File: src/hw/gpx_pkg.sv
/*
 * Shared constants and types for the 16-bit GPIO expander.
 * Assumes a single AHB-Lite slave select and word-only transfers.
 */
package gpx_pkg;

   // ---------------------------------------------------------------
   // Geometry
   // ---------------------------------------------------------------
   localparam int PW     = 16;  // Port bits
   localparam int BW     = 8;   // Bits per bank
   localparam int NB     = 2;   // Banks
   localparam int DSW    = 2;   // Drive code width (four levels)
   localparam int ADDR_W = 8;   // Decoded address bits
   localparam int SAW    = 3;   // Strap bits
   localparam int TAW    = 7;   // Bus target address width

   // ---------------------------------------------------------------
   // Register byte offsets
   // ---------------------------------------------------------------
   localparam logic [7:0] A_INPUT  = 8'h00;
   localparam logic [7:0] A_OUTPUT = 8'h04;
   localparam logic [7:0] A_POLINV = 8'h08;
   localparam logic [7:0] A_CONFIG = 8'h0c;
   localparam logic [7:0] A_DRIVE  = 8'h10;
   localparam logic [7:0] A_LATCH  = 8'h14;
   localparam logic [7:0] A_PULLEN = 8'h18;
   localparam logic [7:0] A_PULLSL = 8'h1c;
   localparam logic [7:0] A_MASK   = 8'h20;
   localparam logic [7:0] A_STATUS = 8'h24;
   localparam logic [7:0] A_OUTCFG = 8'h28;
   localparam logic [7:0] A_TADDR  = 8'h2c;

   // ---------------------------------------------------------------
   // Reset values
   // ---------------------------------------------------------------
   localparam logic [PW-1:0]     RST_OUT    = 16'hffff;
   localparam logic [PW-1:0]     RST_CONFIG = 16'hffff;
   localparam logic [PW-1:0]     RST_ZERO   = 16'h0000;
   localparam logic [PW-1:0]     RST_PULLSL = 16'hffff;
   localparam logic [PW-1:0]     RST_MASK   = 16'hffff;
   localparam logic [PW*DSW-1:0] RST_DRIVE  = 32'hffff_ffff;
   localparam logic [NB-1:0]     RST_OUTCFG = 2'h0;
   localparam logic [3:0]        TADDR_HI   = 4'h4; // Arbitrary

   // AHB transfer type bit that marks NONSEQ/SEQ
   localparam int HTRANS_ACT = 1;

   // Bus data-phase state, Gray along idle->read->write
   typedef enum logic [1:0] {
      GPX_IDLE = 2'b00,
      GPX_RD   = 2'b01,
      GPX_WR   = 2'b11
   } gpx_state_t;

endpackage

File: src/hw/gpx_pad_if.sv
/*
 * Pad control bundle between the register core and the pad stage.
 * Assumes one clock and one reset shared by both ends.
 */
`timescale 1ns/10ps
interface gpx_pad_if;
   import gpx_pkg::*;
   logic              clk;      // Core clock
   logic              rstn;     // Core reset, active low
   logic [PW-1:0]     out_val;  // Output latch
   logic [PW-1:0]     dir_in;   // 1 = input
   logic [PW-1:0]     pull_en;  // Pull enable
   logic [PW-1:0]     pull_sel; // 1 = pull-up
   logic [NB-1:0]     od_bank;  // 1 = open-drain bank
   logic [PW*DSW-1:0] drive;    // Drive codes
   modport ctl (output clk, rstn, out_val, dir_in, pull_en,
                pull_sel, od_bank, drive);
   modport pad (input clk, rstn, out_val, dir_in, pull_en,
                pull_sel, od_bank, drive);
endinterface // gpx_pad_if

File: src/hw/gpx_pad.sv
/*
 * Pad stage: registers pin drive, enable, pulls and strength.
 * Assumes the pad cell resolves the wire from enable and level.
 */
`timescale 1ns/10ps
module gpx_pad
   import gpx_pkg::*;
(
   // Control bundle
   gpx_pad_if.pad              pc,
   // Pins
   output logic [PW-1:0]      port_o,
   output logic [PW-1:0]      port_oe,
   output logic [PW-1:0]      port_pull_en,
   output logic [PW-1:0]      port_pull_up,
   output logic [PW*DSW-1:0]  port_drive
);
   logic [PW-1:0] od_bit; // Open-drain per bit, from bank

   // Spread bank setting to its eight bits
   always_comb begin
      for (int i = 0; i < PW; i++) begin
         od_bit[i] = pc.od_bank[i / BW];
      end
   end

   // ---------------------------------------------------------------
   // Registered pad controls
   // ---------------------------------------------------------------
   always_ff @(posedge pc.clk or negedge pc.rstn) begin
      if (!pc.rstn) begin
         // All pins inputs, driver off
         port_o       <= '0;
         port_oe      <= '0;
         port_pull_en <= '0;
         port_pull_up <= '0;
         port_drive   <= '0;
      end else begin
         port_o       <= pc.out_val;
         // Open-drain drives only lows
         port_oe      <= ~pc.dir_in & ~(od_bit & pc.out_val);
         port_pull_en <= pc.pull_en;
         port_pull_up <= pc.pull_sel;
         port_drive   <= pc.drive;
      end
   end
endmodule // gpx_pad

File: src/hw/gpx_sync.sv
/*
 * Two-flop synchroniser for a bus of levels.
 * Assumes the inputs are slow levels, not pulses.
 */
`timescale 1ns/10ps
module gpx_sync #(
   parameter int W = 1
) (
   // Clock and reset
   input  wire logic         clk,
   input  wire logic         rstn,
   // Levels
   input  wire logic [W-1:0] d,
   output logic      [W-1:0] q
);
   logic [W-1:0] meta_reg; // First stage, read only by q

   // ---------------------------------------------------------------
   // Two stages
   // ---------------------------------------------------------------
   always_ff @(posedge clk or negedge rstn) begin
      if (!rstn) begin
         meta_reg <= '0;
         q        <= '0;
      end else begin
         meta_reg <= d;
         q        <= meta_reg;
      end
   end
endmodule // gpx_sync

File: src/hw/gpx_top.sv
/*
 * 16-bit GPIO expander core with AHB-Lite register slave.
 * Assumes one AHB-Lite master, single word transfers, pins and
 * straps asynchronous to hclk.
 */
// Local design decisions: the AHB-Lite interface to the registers and the address map.
// What this block does
// - Input differing from input register raises interrupt
// - All interrupt masks set after reset
// - Reset loads defaults and idles state machine
// - Three straps give low target address bits
// - All pins inputs, drivers off after reset
// - Latched input change held until read
// - Set mask bit blocks that input's interrupt
// - Status register shows which inputs interrupted
// - Per bank push-pull or open-drain outputs
// - Per bit drive strength, four levels
// - Per bit pull enable and up/down select
// - Two 8-bit banks, each full register set
// - Interrupt pin open-drain, low while pending
// - Outputs come from latch, hold until written
`timescale 1ns/10ps
module gpx_top
   import gpx_pkg::*;
(
   // Clock and reset
   input  wire logic             hclk,
   input  wire logic             hresetn,
   // AHB-Lite slave
   input  wire logic             hsel,
   input  wire logic [31:0]      haddr,
   input  wire logic [1:0]       htrans,
   input  wire logic             hwrite,
   input  wire logic [2:0]       hsize,
   input  wire logic [31:0]      hwdata,
   input  wire logic             hready,
   output logic      [31:0]      hrdata,
   output logic                  hreadyout,
   output logic                  hresp,
   // Port pins
   input  wire logic [PW-1:0]    port_i,
   output logic      [PW-1:0]    port_o,
   output logic      [PW-1:0]    port_oe,
   output logic      [PW-1:0]    port_pull_en,
   output logic      [PW-1:0]    port_pull_up,
   output logic [PW*DSW-1:0]     port_drive,
   // Address straps
   input  wire logic             addr_strap_bit0,
   input  wire logic             addr_strap_bit1,
   input  wire logic             addr_strap_bit2,
   // Interrupt pin, open-drain
   output logic                  int_n_o,
   output logic                  int_n_oe
);

   // ---------------------------------------------------------------
   // Declarations
   // ---------------------------------------------------------------
   gpx_state_t          st_reg;      // Data-phase state
   gpx_state_t          st_next;     // Next state
   logic [ADDR_W-1:0]   wa_reg;      // Write address of data phase
   logic                acc;         // Address phase taken
   logic                rd_acc;      // Read address phase taken
   logic                rd_in;       // Read of input register
   logic                wr;          // Write data phase
   logic [PW-1:0]       pin_s;       // Synchronised pins
   logic [SAW-1:0]      strap_s;     // Synchronised straps
   logic [PW-1:0]       in_reg;      // Input port register
   logic [PW-1:0]       in_next;
   logic [PW-1:0]       hold_reg;    // Latched change pending
   logic [PW-1:0]       hold_next;
   logic [PW-1:0]       out_reg;     // Output latch
   logic [PW-1:0]       pol_reg;     // Polarity inversion
   logic [PW-1:0]       cfg_reg;     // Direction, 1 = input
   logic [PW*DSW-1:0]   drv_reg;     // Drive codes
   logic [PW-1:0]       lat_reg;     // Input latch enables
   logic [PW-1:0]       pen_reg;     // Pull enables
   logic [PW-1:0]       psel_reg;    // Pull select
   logic [PW-1:0]       mask_reg;    // Interrupt masks
   logic [PW-1:0]       sts_reg;     // Interrupt status
   logic [PW-1:0]       sts_next;
   logic [PW-1:0]       diff;        // Pin differs from register
   logic [NB-1:0]       ocfg_reg;    // Open-drain per bank
   logic [TAW-1:0]      taddr_reg;   // Bus target address
   logic                taddr_done;  // Strap capture finished
   logic [1:0]          fill_reg;    // Synchroniser fill marks
   logic [31:0]         rdata_reg;   // Read data
   logic                irq;         // Pending, unmasked

   gpx_pad_if           pif ();      // Pad bundle

   // Address hit on a register offset
   function automatic logic hit(input logic [31:0] a,
                                input logic [7:0]  off);
      return a[ADDR_W-1:0] == off;
   endfunction

   // Zero-extend one bank pair into a bus word
   function automatic logic [31:0] ext16(input logic [PW-1:0] v);
      return {16'h0000, v};
   endfunction

   // ---------------------------------------------------------------
   // Synchronisers
   // ---------------------------------------------------------------
   // Pins and straps are asynchronous to hclk
   gpx_sync #(.W(PW)) u_pin_sync (
      .clk  (hclk),
      .rstn (hresetn),
      .d    (port_i),
      .q    (pin_s)
   );

   gpx_sync #(.W(SAW)) u_strap_sync (
      .clk  (hclk),
      .rstn (hresetn),
      .d    ({addr_strap_bit2, addr_strap_bit1, addr_strap_bit0}),
      .q    (strap_s)
   );

   // ---------------------------------------------------------------
   // AHB-Lite front end
   // ---------------------------------------------------------------
   // Never waits, never errors: one data cycle per transfer
   assign hreadyout = 1'b1;
   assign hresp     = 1'b0;
   assign hrdata    = rdata_reg;

   // Only NONSEQ/SEQ with hready take an address phase
   assign acc    = hsel & htrans[HTRANS_ACT] & hready;
   assign rd_acc = acc & ~hwrite;
   assign rd_in  = rd_acc & hit(haddr, A_INPUT);
   assign wr     = (st_reg == GPX_WR);

   // Next data-phase state
   always_comb begin
      st_next = GPX_IDLE;
      unique case (st_reg)
         GPX_IDLE,
         GPX_RD,
         GPX_WR: begin
            if (acc) begin
               st_next = hwrite ? GPX_WR : GPX_RD;
            end
         end
         default: begin
            st_next = GPX_IDLE; // Illegal code recovers
         end
      endcase
   end

   // State and write address; reset idles the machine
   always_ff @(posedge hclk or negedge hresetn) begin
      if (!hresetn) begin
         st_reg <= GPX_IDLE;
         wa_reg <= '0;
      end else begin
         st_reg <= st_next;
         if (acc) begin
            wa_reg <= haddr[ADDR_W-1:0];
         end
      end
   end

   // Read data is formed at the address phase, so it stands
   // registered through the whole data phase
   always_ff @(posedge hclk or negedge hresetn) begin
      if (!hresetn) begin
         rdata_reg <= '0;
      end else if (rd_acc) begin
         unique case (1'b1)
            hit(haddr, A_INPUT):  rdata_reg <= ext16(in_reg ^ pol_reg);
            hit(haddr, A_OUTPUT): rdata_reg <= ext16(out_reg);
            hit(haddr, A_POLINV): rdata_reg <= ext16(pol_reg);
            hit(haddr, A_CONFIG): rdata_reg <= ext16(cfg_reg);
            hit(haddr, A_DRIVE):  rdata_reg <= drv_reg;
            hit(haddr, A_LATCH):  rdata_reg <= ext16(lat_reg);
            hit(haddr, A_PULLEN): rdata_reg <= ext16(pen_reg);
            hit(haddr, A_PULLSL): rdata_reg <= ext16(psel_reg);
            hit(haddr, A_MASK):   rdata_reg <= ext16(mask_reg);
            hit(haddr, A_STATUS): rdata_reg <= ext16(sts_reg);
            hit(haddr, A_OUTCFG): rdata_reg <= {30'h0, ocfg_reg};
            hit(haddr, A_TADDR):  rdata_reg <= {25'h0, taddr_reg};
            default:              rdata_reg <= '0; // Unmapped
         endcase
      end
   end

   // ---------------------------------------------------------------
   // Control registers
   // ---------------------------------------------------------------
   // Each bank owns its byte of every 16-bit register
   always_ff @(posedge hclk or negedge hresetn) begin
      if (!hresetn) begin
         out_reg  <= RST_OUT;
         pol_reg  <= RST_ZERO;
         cfg_reg  <= RST_CONFIG;
         lat_reg  <= RST_ZERO;
         pen_reg  <= RST_ZERO;
         psel_reg <= RST_PULLSL;
         mask_reg <= RST_MASK;
      end else if (wr) begin
         // Output latch changes only on a write
         if (hit({24'h0, wa_reg}, A_OUTPUT)) begin
            out_reg <= hwdata[PW-1:0];
         end
         if (hit({24'h0, wa_reg}, A_POLINV)) begin
            pol_reg <= hwdata[PW-1:0];
         end
         if (hit({24'h0, wa_reg}, A_CONFIG)) begin
            cfg_reg <= hwdata[PW-1:0];
         end
         if (hit({24'h0, wa_reg}, A_LATCH)) begin
            lat_reg <= hwdata[PW-1:0];
         end
         if (hit({24'h0, wa_reg}, A_PULLEN)) begin
            pen_reg <= hwdata[PW-1:0];
         end
         if (hit({24'h0, wa_reg}, A_PULLSL)) begin
            psel_reg <= hwdata[PW-1:0];
         end
         if (hit({24'h0, wa_reg}, A_MASK)) begin
            mask_reg <= hwdata[PW-1:0];
         end
      end
   end

   // Drive strength and bank output mode
   always_ff @(posedge hclk or negedge hresetn) begin
      if (!hresetn) begin
         drv_reg  <= RST_DRIVE;
         ocfg_reg <= RST_OUTCFG;
      end else if (wr) begin
         if (hit({24'h0, wa_reg}, A_DRIVE)) begin
            drv_reg <= hwdata;
         end
         if (hit({24'h0, wa_reg}, A_OUTCFG)) begin
            ocfg_reg <= hwdata[NB-1:0];
         end
      end
   end

   // ---------------------------------------------------------------
   // Input port register and latch
   // ---------------------------------------------------------------
   // A latched bit freezes on its first change until a read;
   // a change arriving with the read loads in_reg directly, unheld
   always_comb begin
      for (int i = 0; i < PW; i++) begin
         if (lat_reg[i] && hold_reg[i] && !rd_in) begin
            in_next[i]   = in_reg[i];
            hold_next[i] = 1'b1;
         end else begin
            in_next[i]   = pin_s[i];
            hold_next[i] = lat_reg[i] & ~rd_in &
                           (pin_s[i] ^ in_reg[i]);
         end
      end
   end

   always_ff @(posedge hclk or negedge hresetn) begin
      if (!hresetn) begin
         in_reg   <= RST_ZERO;
         hold_reg <= RST_ZERO;
      end else begin
         in_reg   <= in_next;
         hold_reg <= hold_next;
      end
   end

   // ---------------------------------------------------------------
   // Interrupt status
   // ---------------------------------------------------------------
   // Any pin that differs from its register bit is an event
   assign diff = pin_s ^ in_reg;

   // Sticky, unmasked only; write-one or input read clears,
   // and a new event in the clearing cycle wins
   always_comb begin
      sts_next = sts_reg;
      if (rd_in) begin
         sts_next = '0;
      end
      if (wr && hit({24'h0, wa_reg}, A_STATUS)) begin
         sts_next = sts_next & ~hwdata[PW-1:0];
      end
      sts_next = sts_next | (diff & ~mask_reg);
   end

   always_ff @(posedge hclk or negedge hresetn) begin
      if (!hresetn) begin
         sts_reg <= RST_ZERO;
      end else begin
         sts_reg <= sts_next;
      end
   end

   // Masking later also hides an already set bit
   assign irq = |(sts_reg & ~mask_reg);

   // Open-drain, active low: enable pulls the line down
   always_ff @(posedge hclk or negedge hresetn) begin
      if (!hresetn) begin
         int_n_oe <= 1'b0;
      end else begin
         int_n_oe <= irq;
      end
   end
   assign int_n_o = 1'b0;

   // ---------------------------------------------------------------
   // Target address from straps
   // ---------------------------------------------------------------
   // Straps are caught once, after the synchroniser has filled;
   // later strap moves are ignored until the next reset
   always_ff @(posedge hclk or negedge hresetn) begin
      if (!hresetn) begin
         taddr_reg  <= '0;
         taddr_done <= 1'b0;
         fill_reg   <= '0;
      end else begin
         // Keep sampling until two edges have filled the strap pipe
         fill_reg   <= {fill_reg[0], 1'b1};
         taddr_done <= fill_reg[1];
         if (taddr_done == 1'b0) begin
            taddr_reg <= {TADDR_HI, strap_s};
         end
      end
   end

   // ---------------------------------------------------------------
   // Pad stage
   // ---------------------------------------------------------------
   assign pif.clk      = hclk;
   assign pif.rstn     = hresetn;
   assign pif.out_val  = out_reg;
   assign pif.dir_in   = cfg_reg;
   assign pif.pull_en  = pen_reg;
   assign pif.pull_sel = psel_reg;
   assign pif.od_bank  = ocfg_reg;
   assign pif.drive    = drv_reg;

   gpx_pad u_pad (
      .pc           (pif.pad),
      .port_o       (port_o),
      .port_oe      (port_oe),
      .port_pull_en (port_pull_en),
      .port_pull_up (port_pull_up),
      .port_drive   (port_drive)
   );

endmodule // gpx_top
File: config.mk
export PLATFORM = sky130hd
export DESIGN_NAME = gpx_top
export DESIGN_NICKNAME = d
export VERILOG_FILES = /design/src/hw/gpx_pkg.sv /design/src/hw/gpx_pad_if.sv /design/src/hw/gpx_pad.sv /design/src/hw/gpx_sync.sv /design/src/hw/gpx_top.sv
export SDC_FILE = /design/constraint.sdc
export NUM_CORES = 1
export LEC_CHECK = 0
export BUFFER_PORTS_ARGS = -buffer_cell sky130_fd_sc_hd__clkbuf_2
export CORE_UTILIZATION = 51
export DETAILED_ROUTE_END_ITERATION = 16
export GPL_TIMING_DRIVEN = 0
export PLACE_DENSITY = 0.85
export SLEW_MARGIN = 20
export SYNTH_ARGS = -nofsm -noshare
export SYNTH_HDL_FRONTEND = slang
export SYNTH_SLANG_ARGS = --single-unit
File: constraint.sdc
create_clock -name hclk -period 1.8 [get_ports hclk]
set_input_delay 0.18 -clock hclk [delete_from_list [all_inputs] [get_ports hclk]]
set_output_delay 0.18 -clock hclk [all_outputs]
set_load 0.02 [all_outputs]
* Word level (Yosys, flattened, before mapping)
Index checks and enable logic that the tools add are counted.
Word-level totals: register bits 378, input port bits 93, output and inout port bits 132, logic and storage cells 201
Cells by class: eq/ne operators 23, muxes and demuxes 22, bitwise logic cells 66, reduce and logical (&&, ||, !) cells 47
Operator list (count):
- 32-bit one-hot mux with 12 select lines | 1
- 16-bit AND | 5
- 8-bit by 5-bit == test with 1-bit output, second input constant | 8
- 16-bit inverter | 4
- 8-bit by 6-bit == test with 1-bit output, second input constant | 7
- 1-bit AND | 36
- 1-bit logical AND | 33
- 8-bit by 4-bit == test with 1-bit output, second input constant | 4
- 16-bit two-way mux | 2
- 16-bit XOR | 2
- 2-bit AND reduction | 9
- 8-bit by 3-bit == test with 1-bit output, second input constant | 2
- 1-bit two-way mux | 16
- 16-bit OR | 1
- 16-bit OR reduction | 1
- 1-bit XOR | 16
- 8-bit logical NOT | 1
- 2-bit two-way mux | 3
- 3-bit OR reduction | 1
- 2-bit by 1-bit == test with 1-bit output, second input constant | 1
- 2-bit == test, second input constant | 1
- 2-bit logical NOT | 1
- 1-bit inverter | 2
- 1-bit logical NOT | 1

* Longest topological paths before layout
Gate-level depths: netlist of run 1.
depth after elaboration 8, depth in mapped cells 8, gate-level depth less buffers 5

* By module
A second synthesis of run 1 with hierarchy kept.
Unflattened totals: cell total of the unflattened synthesis 1077, area total of the unflattened synthesis 14893.0 um^2
Modules (own cells, without submodules):
- gpx_top | times used 1, cells each 925, area an instance 11429.7 um^2
- gpx_pad | times used 1, cells each 114, area an instance 2512.4 um^2
- gpx_sync (u_pin_sync) | times used 1, cells each 32, area an instance 800.8 um^2
- gpx_sync (u_strap_sync) | times used 1, cells each 6, area an instance 150.1 um^2

* Worst setup path after synthesis of run 1
OpenSTA, ideal clock, no wires.
path kind flip-flop to flip-flop, start reg wa_reg[6], end reg pol_reg[10], library setup time 0.125 ns, arrival 1.609 ns, setup slack 0.066 ns, cell stages (with the launch flop) 7, path buffers 2, clock period less this slack 1.734 ns, path through dfrtp_1 nand4bb_1 nor3_1 and3_1 buf_2 buf_4 mux2_2
On the way: longest elaborated chain between the ends 2
Ends and longest elaborated chain:
- start: declaration | RTL line gpx_top.sv:61 | logic [ADDR_W-1:0] wa_reg;
- start signal: assignment | RTL line gpx_top.sv:160 | wa_reg <= haddr[ADDR_W-1:0];
- 8-bit by 4-bit == test with 1-bit output | RTL line gpx_top.sv:95 | return a[ADDR_W-1:0] == off;
- 2-bit AND reduction (no source line)
- end signal: assignment | RTL line gpx_top.sv:208 | pol_reg <= hwdata[PW-1:0];
- end: declaration | RTL line gpx_top.sv:73 | logic [PW-1:0] pol_reg;
No other way between the ends. A chain may end at the register's enable or synchronous reset.

* Final worst setup path of run 1
start reg wa_reg[7], end reg psel_reg[2] (netlist: pif.pull_sel[2])
On the way: longest elaborated chain between the ends 2
Ends and longest elaborated chain:
- 8-bit by 5-bit == test with 1-bit output | RTL line gpx_top.sv:95
- 2-bit AND reduction (no source line)
- end signal: assignment | RTL line gpx_top.sv:220 | psel_reg <= hwdata[PW-1:0];
- end: declaration | RTL line gpx_top.sv:78 | logic [PW-1:0] psel_reg;
No other way between the ends.

==> results.sh, run 1 <==
export IMPL_io_buffers=188
export IMPL_dp_cells=1746
export IMPL_cts_path_max_buffers=3
export IMPL_synth_cell_types=65
export IMPL_grt_max_degree=99
export IMPL_r2r_slack_ps=-120
export IMPL_core_area_sq_mm=0.0280
export IMPL_synth_area_per_cell_sq_um=12.5
export IMPL_hold_path_class="input pin to flop"
export IMPL_fin_cells=1886
export IMPL_power_leakage_uw=0.00885
export IMPL_powerDensity_mw_per_mm2=1030
export IMPL_final_nets=1571
export IMPL_dp_slack_ps=-497
export IMPL_ys_flop_type="dfrtp_1"
export IMPL_initial_core_util=0.522
export IMPL_hold_end="hrdata[7]$_DFFE_PN0N_"
export IMPL_ir_worst_vdd_mv=0.590
export IMPL_worstMarginPinSlew_ps=903
export IMPL_antenna_found_initial=0
export IMPL_track_usage=0.313
export IMPL_grt_pass1_wl_um=67700
export IMPL_synth_edf_count=0
export IMPL_die_h_um=171
export IMPL_path_max_fanout=6
export IMPL_maxCapViolCount=0
export IMPL_place_hpwl_um=30600
export IMPL_fin_skew_ps=19.7
export IMPL_first_global_vias=11500
export IMPL_synth_async_sr_flop_share=1.00
export IMPL_viasPerCell=6.03
export IMPL_clk_latency_ps=530
export IMPL_drc=0
export IMPL_firstDrtPassIters=6
export IMPL_status="finished, violations left"
export IMPL_area_growth_pct=28.1
export IMPL_cts_root_buf="clkbuf_16"
export IMPL_clk_pin_slew_ps=70
export IMPL_yosysSeqAreaShare=0.655
export IMPL_critPathArrivalTime_ps=2350
export IMPL_r2r_start="wa_reg[7]$_DFFE_PN0N_"
export IMPL_syn_inst=1174
export IMPL_hold_depth=3
export IMPL_worstHoldStart="hwrite"
export IMPL_htreeDepth=2
export IMPL_drive_gt1_frac=0.371
export IMPL_crit_path_end_kind="flop"
export IMPL_violations="negative setup slack"
export IMPL_ant_nets=0
export IMPL_crit_required_ps=2240
export IMPL_die_width_um=171
export IMPL_dieArea_sq_mm=0.0294
export IMPL_reg2reg_depth=8
export IMPL_period_minus_slack_ps=1920
export IMPL_cts_sinks=378
export IMPL_routed_wl_um=46800
export IMPL_drv_slew=0
export IMPL_gp_congestion=0.980
export IMPL_post_route_util=0.669
export IMPL_synth_warnings=0
export IMPL_rsz0062_at_grt="true"
export IMPL_critPathLaunchType="flop"
export IMPL_io_pins=225
export IMPL_wl_per_cell_um=24.8
export IMPL_netlist_area_sq_mm=0.0146
export IMPL_grt_overflow=0
export IMPL_cp_startpoint="wa_reg[7]$_DFFE_PN0N_"
export IMPL_drt_first_iter_violations=1240
export IMPL_critPathKind="flop to flop"
export IMPL_slew_headroom=0.398
export IMPL_fmaxAchievable_ghz=0.522
export IMPL_setup_slack_ps=-115
export IMPL_hold_viol=0
export IMPL_std_cell_rows=61
export IMPL_synth_seq_cells=378
export IMPL_antenna_cells=0
export IMPL_vias=11400
export IMPL_setup_violations=72
export IMPL_numCtsBuffers=38
export IMPL_cts_tree="yes"
export IMPL_r2r_end="pif.pull_sel[2]$_DFFE_PN1P_"
export IMPL_finalCritPeriodShare=1.06
metrics by stage:
stage | cell area [sq um] | total power (uW) | TNS (ps) | hold slack, ps
after floorplan | 14600 | 10000 | 0 | -116
after global placement | 16100 | 10600 | -2508990 | 290
after detailed placement | 16200 | 10700 | -55190 | 76.1
after CTS | 18300 | 19300 | -171 | 11.1
after global routing | 18700 | 19900 | -6240 | 43.0
final | 18700 | 19400 | -4460 | 45.9
critical path: stages, from the launching register on:
cell,delay [ps]
dfrtp_1,390
nand4bb_4,320
nor3b_4,280
buf_6,140
nand4_1,160
buf_6,220
clkbuf_16,180
nand2_2,60
o21ai_1,60
cell families (layout without fill, tap and decap cells):
group | count (synthesis) | after routing | share of synthesized area
flip-flops | 378 | 378 | 0.655
AO/OA/AOI/OAI | 294 | 294 | 0.121
AND/OR/NAND/NOR | 234 | 234 | 0.0791
multiplexers | 120 | 120 | 0.0914
buffers and inverters | 114 | 446 | 0.0342
XOR/XNOR | 32 | 32 | 0.0192
other | 2 | 4 | 0.000513
cell usage in the layout (no fill, tap or decap), drive strengths merged, types with 22 or more instances in the layout:
| cell type | Yosys | layout |
|---|---|---|
| a22oi | 24 | 24 |
| dfstp | 96 | 96 |
| inv | 50 | 51 |
| o21ai | 115 | 115 |
| a21oi | 62 | 62 |
| mux2 | 99 | 99 |
| buf | 38 | 71 |
| clkbuf | 26 | 255 |
| a22o | 22 | 22 |
| nand2 | 134 | 134 |
| nand3 | 36 | 36 |
| dfrtp | 282 | 282 |
| dlygate4sd3 | 0 | 53 |
| o22ai | 30 | 30 |
cells in the mapped netlist, types with 3 or more instances:
library cell / count / area, sq um
a211oi_1: 4 / 30.0
a21oi_1: 62 / 310
a221oi_1: 6 / 52.6
a22o_1: 22 / 193
a22oi_1: 24 / 180
a31oi_1: 11 / 68.8
a32oi_1: 4 / 35.0
and2_1: 3 / 18.8
and3_1: 3 / 18.8
buf_1: 3 / 11.3
buf_2: 25 / 125
buf_4: 9 / 67.6
clkbuf_1: 26 / 97.6
dfrtp_1: 282 / 7060
dfstp_2: 96 / 2520
inv_1: 50 / 188
mux2_1: 14 / 158
mux2_2: 85 / 957
mux2i_1: 20 / 200
nand2_1: 132 / 495
nand2b_1: 3 / 18.8
nand3_1: 35 / 175
nand4_1: 4 / 25.0
nor2_1: 18 / 67.6
nor2b_1: 5 / 31.3
nor3_1: 7 / 35.0
o21ai_0: 113 / 566
o22ai_1: 30 / 188
o2bb2ai_1: 3 / 26.3
xnor2_1: 21 / 184
xor2_1: 11 / 96.3
timing repair:
| action | CTS | global route |
|---|---|---|
| pin swaps | 4 | 20 |
| resized for setup | 63 | 120 |
| setup endpoints to repair | 160 | 151 |
| gates cloned | 0 | 2 |
| hold buffers | 53 | 0 |
| endpoints found under the hold margin | 235 | 0 |
| setup buffers | 7 | 8 |
where the power goes:
part | internal, uW | switching [uW]
logic | 644 | 853
registers | 8860 | 477
clock network | 5210 | 3330
total | 14700 | 4660
worst max path at each step:
stage,depth (start not counted),slack (ps),endpoint
after floorplan,6,70,pol_reg[10]$_DFFE_PN0P_
after global placement,1,-7200,u_pin_sync.meta_reg[1]$_DFF_PN0_
after detailed placement,6,-500,in_reg[9]$_DFFE_PN0N_
after CTS,6,-60,pen_reg[11]$_DFFE_PN0P_
after global routing,5,-130,pol_reg[9]$_DFFE_PN0P_
final,8,-120,pif.pull_sel[2]$_DFFE_PN1P_
cell type report:
cell class	instances	area (sq um)
Clock buffer	53	1110
Fill cell	1936	9270
Buffer	64	499
Timing Repair Buffer	262	1780
Multi-Input combinational cell	684	4860
Inverter	50	188
Sequential cell	378	9580
Clock inverter	17	251
Tap cell	378	473
layer usage:
layer	up-vias	track usage	part of all wire
li1	4730	-	-
met1	5634	0.385	0.36
met2	798	0.503	0.48
met3	207	0.0750	0.11
met4	0	0.188	0.059
met5	-	0	0
No activity file was read; power rests on OpenSTA's default activity.
==> inputs of run 2 (changes only) <==
CAP_MARGIN = 20   (was not set)
REMOVE_ABC_BUFFERS = 1   (was not set)
==> run 2 against run 1 <==
  * The flow still finishes with violations (negative setup slack)
  * Non-clock buffer count decreased by 10
  * Sequential cell count unchanged
  * First-iteration DRC count rose by 57%
  * Utilization rose by 2.5 points
  * Sequential power fell by 1%
  * Largest cell class unchanged
==> results.sh, run 2 (synthesized netlist as in run 1, its figures left out) <==
export IMPL_status="finished, violations left"
export IMPL_violations="negative setup slack"
export IMPL_drive_gt1_frac=0.411
export IMPL_htreeDepth=2
export IMPL_finish_instance_area_sq_mm=0.0195
export IMPL_io_buffers=193
export IMPL_grt_busiest_layer="met2"
export IMPL_dp_slack_ps=-1600
export IMPL_path_max_fanout=7
export IMPL_worstMarginPinSlew_ps=962
export IMPL_hold_depth=3
export IMPL_cp_top_family="simple AND/OR/NAND/NOR gates"
export IMPL_powerDensity_mw_per_mm2=988
export IMPL_grt_max_degree=93
export IMPL_r2r_end="pol_reg[6]$_DFFE_PN0P_"
export IMPL_dieArea_sq_mm=0.0294
export IMPL_firstDrtPassIters=7
export IMPL_grt_pass1_wl_um=68500
export IMPL_setup_slack_ps=-233
export IMPL_cts_root_buf="clkbuf_16"
export IMPL_initial_core_util=0.522
export IMPL_crit_path_end_kind="flop"
export IMPL_std_cell_rows=61
export IMPL_drv_slew=0
export IMPL_hold_viol=0
export IMPL_critPathArrivalTime_ps=2440
export IMPL_final_nets=1569
export IMPL_worstHoldStart="hwdata[1]"
export IMPL_r2r_slack_ps=-230
export IMPL_setup_violations=168
export IMPL_cts_sinks=378
export IMPL_post_dp_cell_area_sq_mm=0.0160
export IMPL_met1_usage=0.387
export IMPL_hold_end="pif.pull_sel[1]$_DFFE_PN1P_"
export IMPL_finalCritPeriodShare=1.13
export IMPL_place_hpwl_um=25100
export IMPL_path_buf_inv=3
export IMPL_die_width_um=171
export IMPL_use_met2=0.483
export IMPL_clk_latency_ps=560
export IMPL_fillerInstances=1678
export IMPL_period_minus_slack_ps=2030
export IMPL_critPathMaxStageDelay_ps=380
export IMPL_final_common_cell="dfrtp_1"
export IMPL_cp_depth=7
export IMPL_slew_headroom=0.355
export IMPL_crit_chain="nand4bb_4 > buf_6 > nor3_4 > buf_4 > and3_4 > buf_12 > mux2_4"
export IMPL_viasPerCell=6.62
export IMPL_grt_overflow=0
export IMPL_antenna_found_initial=2
export IMPL_hold_path_class="input pin to flop"
export IMPL_first_global_vias=11900
export IMPL_cts_tree="yes"
export IMPL_core_area_sq_mm=0.0280
export IMPL_cts_path_max_buffers=3
export IMPL_die_h_um=171
export IMPL_maxCapViolCount=0
export IMPL_rsz0062_at_grt="true"
export IMPL_routed_wl_um=53800
export IMPL_vias=12500
export IMPL_area_growth_pct=32.9
export IMPL_drc=0
export IMPL_ant_nets=0
export IMPL_ir_worst_vdd_mv=0.595
export IMPL_wl_per_cell_um=28.5
export IMPL_critPathKind="flop to flop"
export IMPL_clk_pin_slew_ps=60
export IMPL_global_route_usage_met3=0.0902
export IMPL_fmaxAchievable_ghz=0.492
export IMPL_drt_first_iter_violations=1942
export IMPL_power_leakage_uw=0.00900
export IMPL_cpMaxStageDelayCell="dfrtp_1"
export IMPL_numCtsBuffers=38
export IMPL_fin_skew_ps=31.7
export IMPL_final_cell_mix="281 x dfrtp_1, 189 x clkbuf_2, 96 x dfstp_2, 87 x nand2_1, 62 x a21oi_1"
export IMPL_critPathLaunchType="flop"
export IMPL_crit_required_ps=2210
export IMPL_io_pins=225
export IMPL_r2r_start="wa_reg[6]$_DFFE_PN0N_"
export IMPL_track_usage=0.313
export IMPL_gp_congestion=0.891
export IMPL_reg2reg_depth=7
==> run 2: cell types whose count changed in the layout (fill, tap and decap cells not counted), sizes merged <==
cell,change
nand3,+2
clkbuf,-1
clkinvlp,-1
buf,-6
clkinv,+1
nand2,+6
bufinv,-3
diode,+3
inv,-1
==> run 2: worst max-delay path by stage <==
stage / end / startpoint / slack (ps)
6_report: pol_reg[6]$_DFFE_PN0P_ / wa_reg[6]$_DFFE_PN0N_ / -230
5_1_grt: pol_reg[6]$_DFFE_PN0P_ / wa_reg[6]$_DFFE_PN0N_ / -240
4_1_cts: pol_reg[1]$_DFFE_PN0P_ / wa_reg[7]$_DFFE_PN0N_ / -50
3_5_place_dp: in_reg[1]$_DFFE_PN0N_ / haddr[4] / -1600
3_3_place_gp: u_pad.port_o[11]$_DFF_PN0_ / hresetn / -7180
2_1_floorplan: in_reg[10]$_DFFE_PN0N_ / haddr[5] / -770
==> run 2: routing by layer <==
layer / vias to the layer above / wire (um) / share of wire
li1: 4746 / - / -
met1: 5983 / 17400 / 0.32
met2: 1289 / 23600 / 0.44
met3: 462 / 8160 / 0.15
met4: 0 / 4650 / 0.086
met5: - / 0 / 0
==> run 2: power breakdown <==
part           internal [uW]  switching [uW]
logic                    677             998
registers               8860             394
clock network           4880            3410
==> run 2: worst reg2reg max path, delay by kind of cell, from the launching register on <==
family	cells	cell delay, ps
buffers and inverters	3	500
and+or+nand+nor	3	710
muxes	1	320
DFF	1	380
==> run 2: final cells by class <==
class                           instances  area, sq um  area share
Inverter                               50          188     0.00965
Timing Repair Buffer                  316         2530       0.130
Tap cell                              378          473      0.0243
Sequential cell                       378         9580       0.493
Clock buffer                           56         1150      0.0592
Clock inverter                         13          146     0.00753
Antenna cell                            3         7.51    0.000386
Multi-Input combinational cell        692         5380       0.276
==> run 2: metrics by stage <==
stage	power [uW]	TNS (ps)	util	hold slack, ps	std cells
after floorplan	9940	-37650	-	-116	1112
after global placement	10500	-2715080	0.563	290	1683
after detailed placement	10600	-147940	0.572	290	1694
after CTS	18800	-1290	0.660	5.90	1853
after global routing	19700	-16860	0.694	55.0	1885
final	19200	-17390	0.694	48.1	1886
==> run 2: repair_timing <==
| item | 4_1_cts | 5_1_grt |
|---|---|---|
| endpoints found under the hold margin | 157 | 0 |
| cloned | 5 | 10 |
| pin swaps | 20 | 22 |
| gates resized for setup | 61 | 214 |
| endpoints found under the setup margin | 224 | 187 |
| setup buffers | 32 | 21 |
| hold buffers | 53 | 0 |
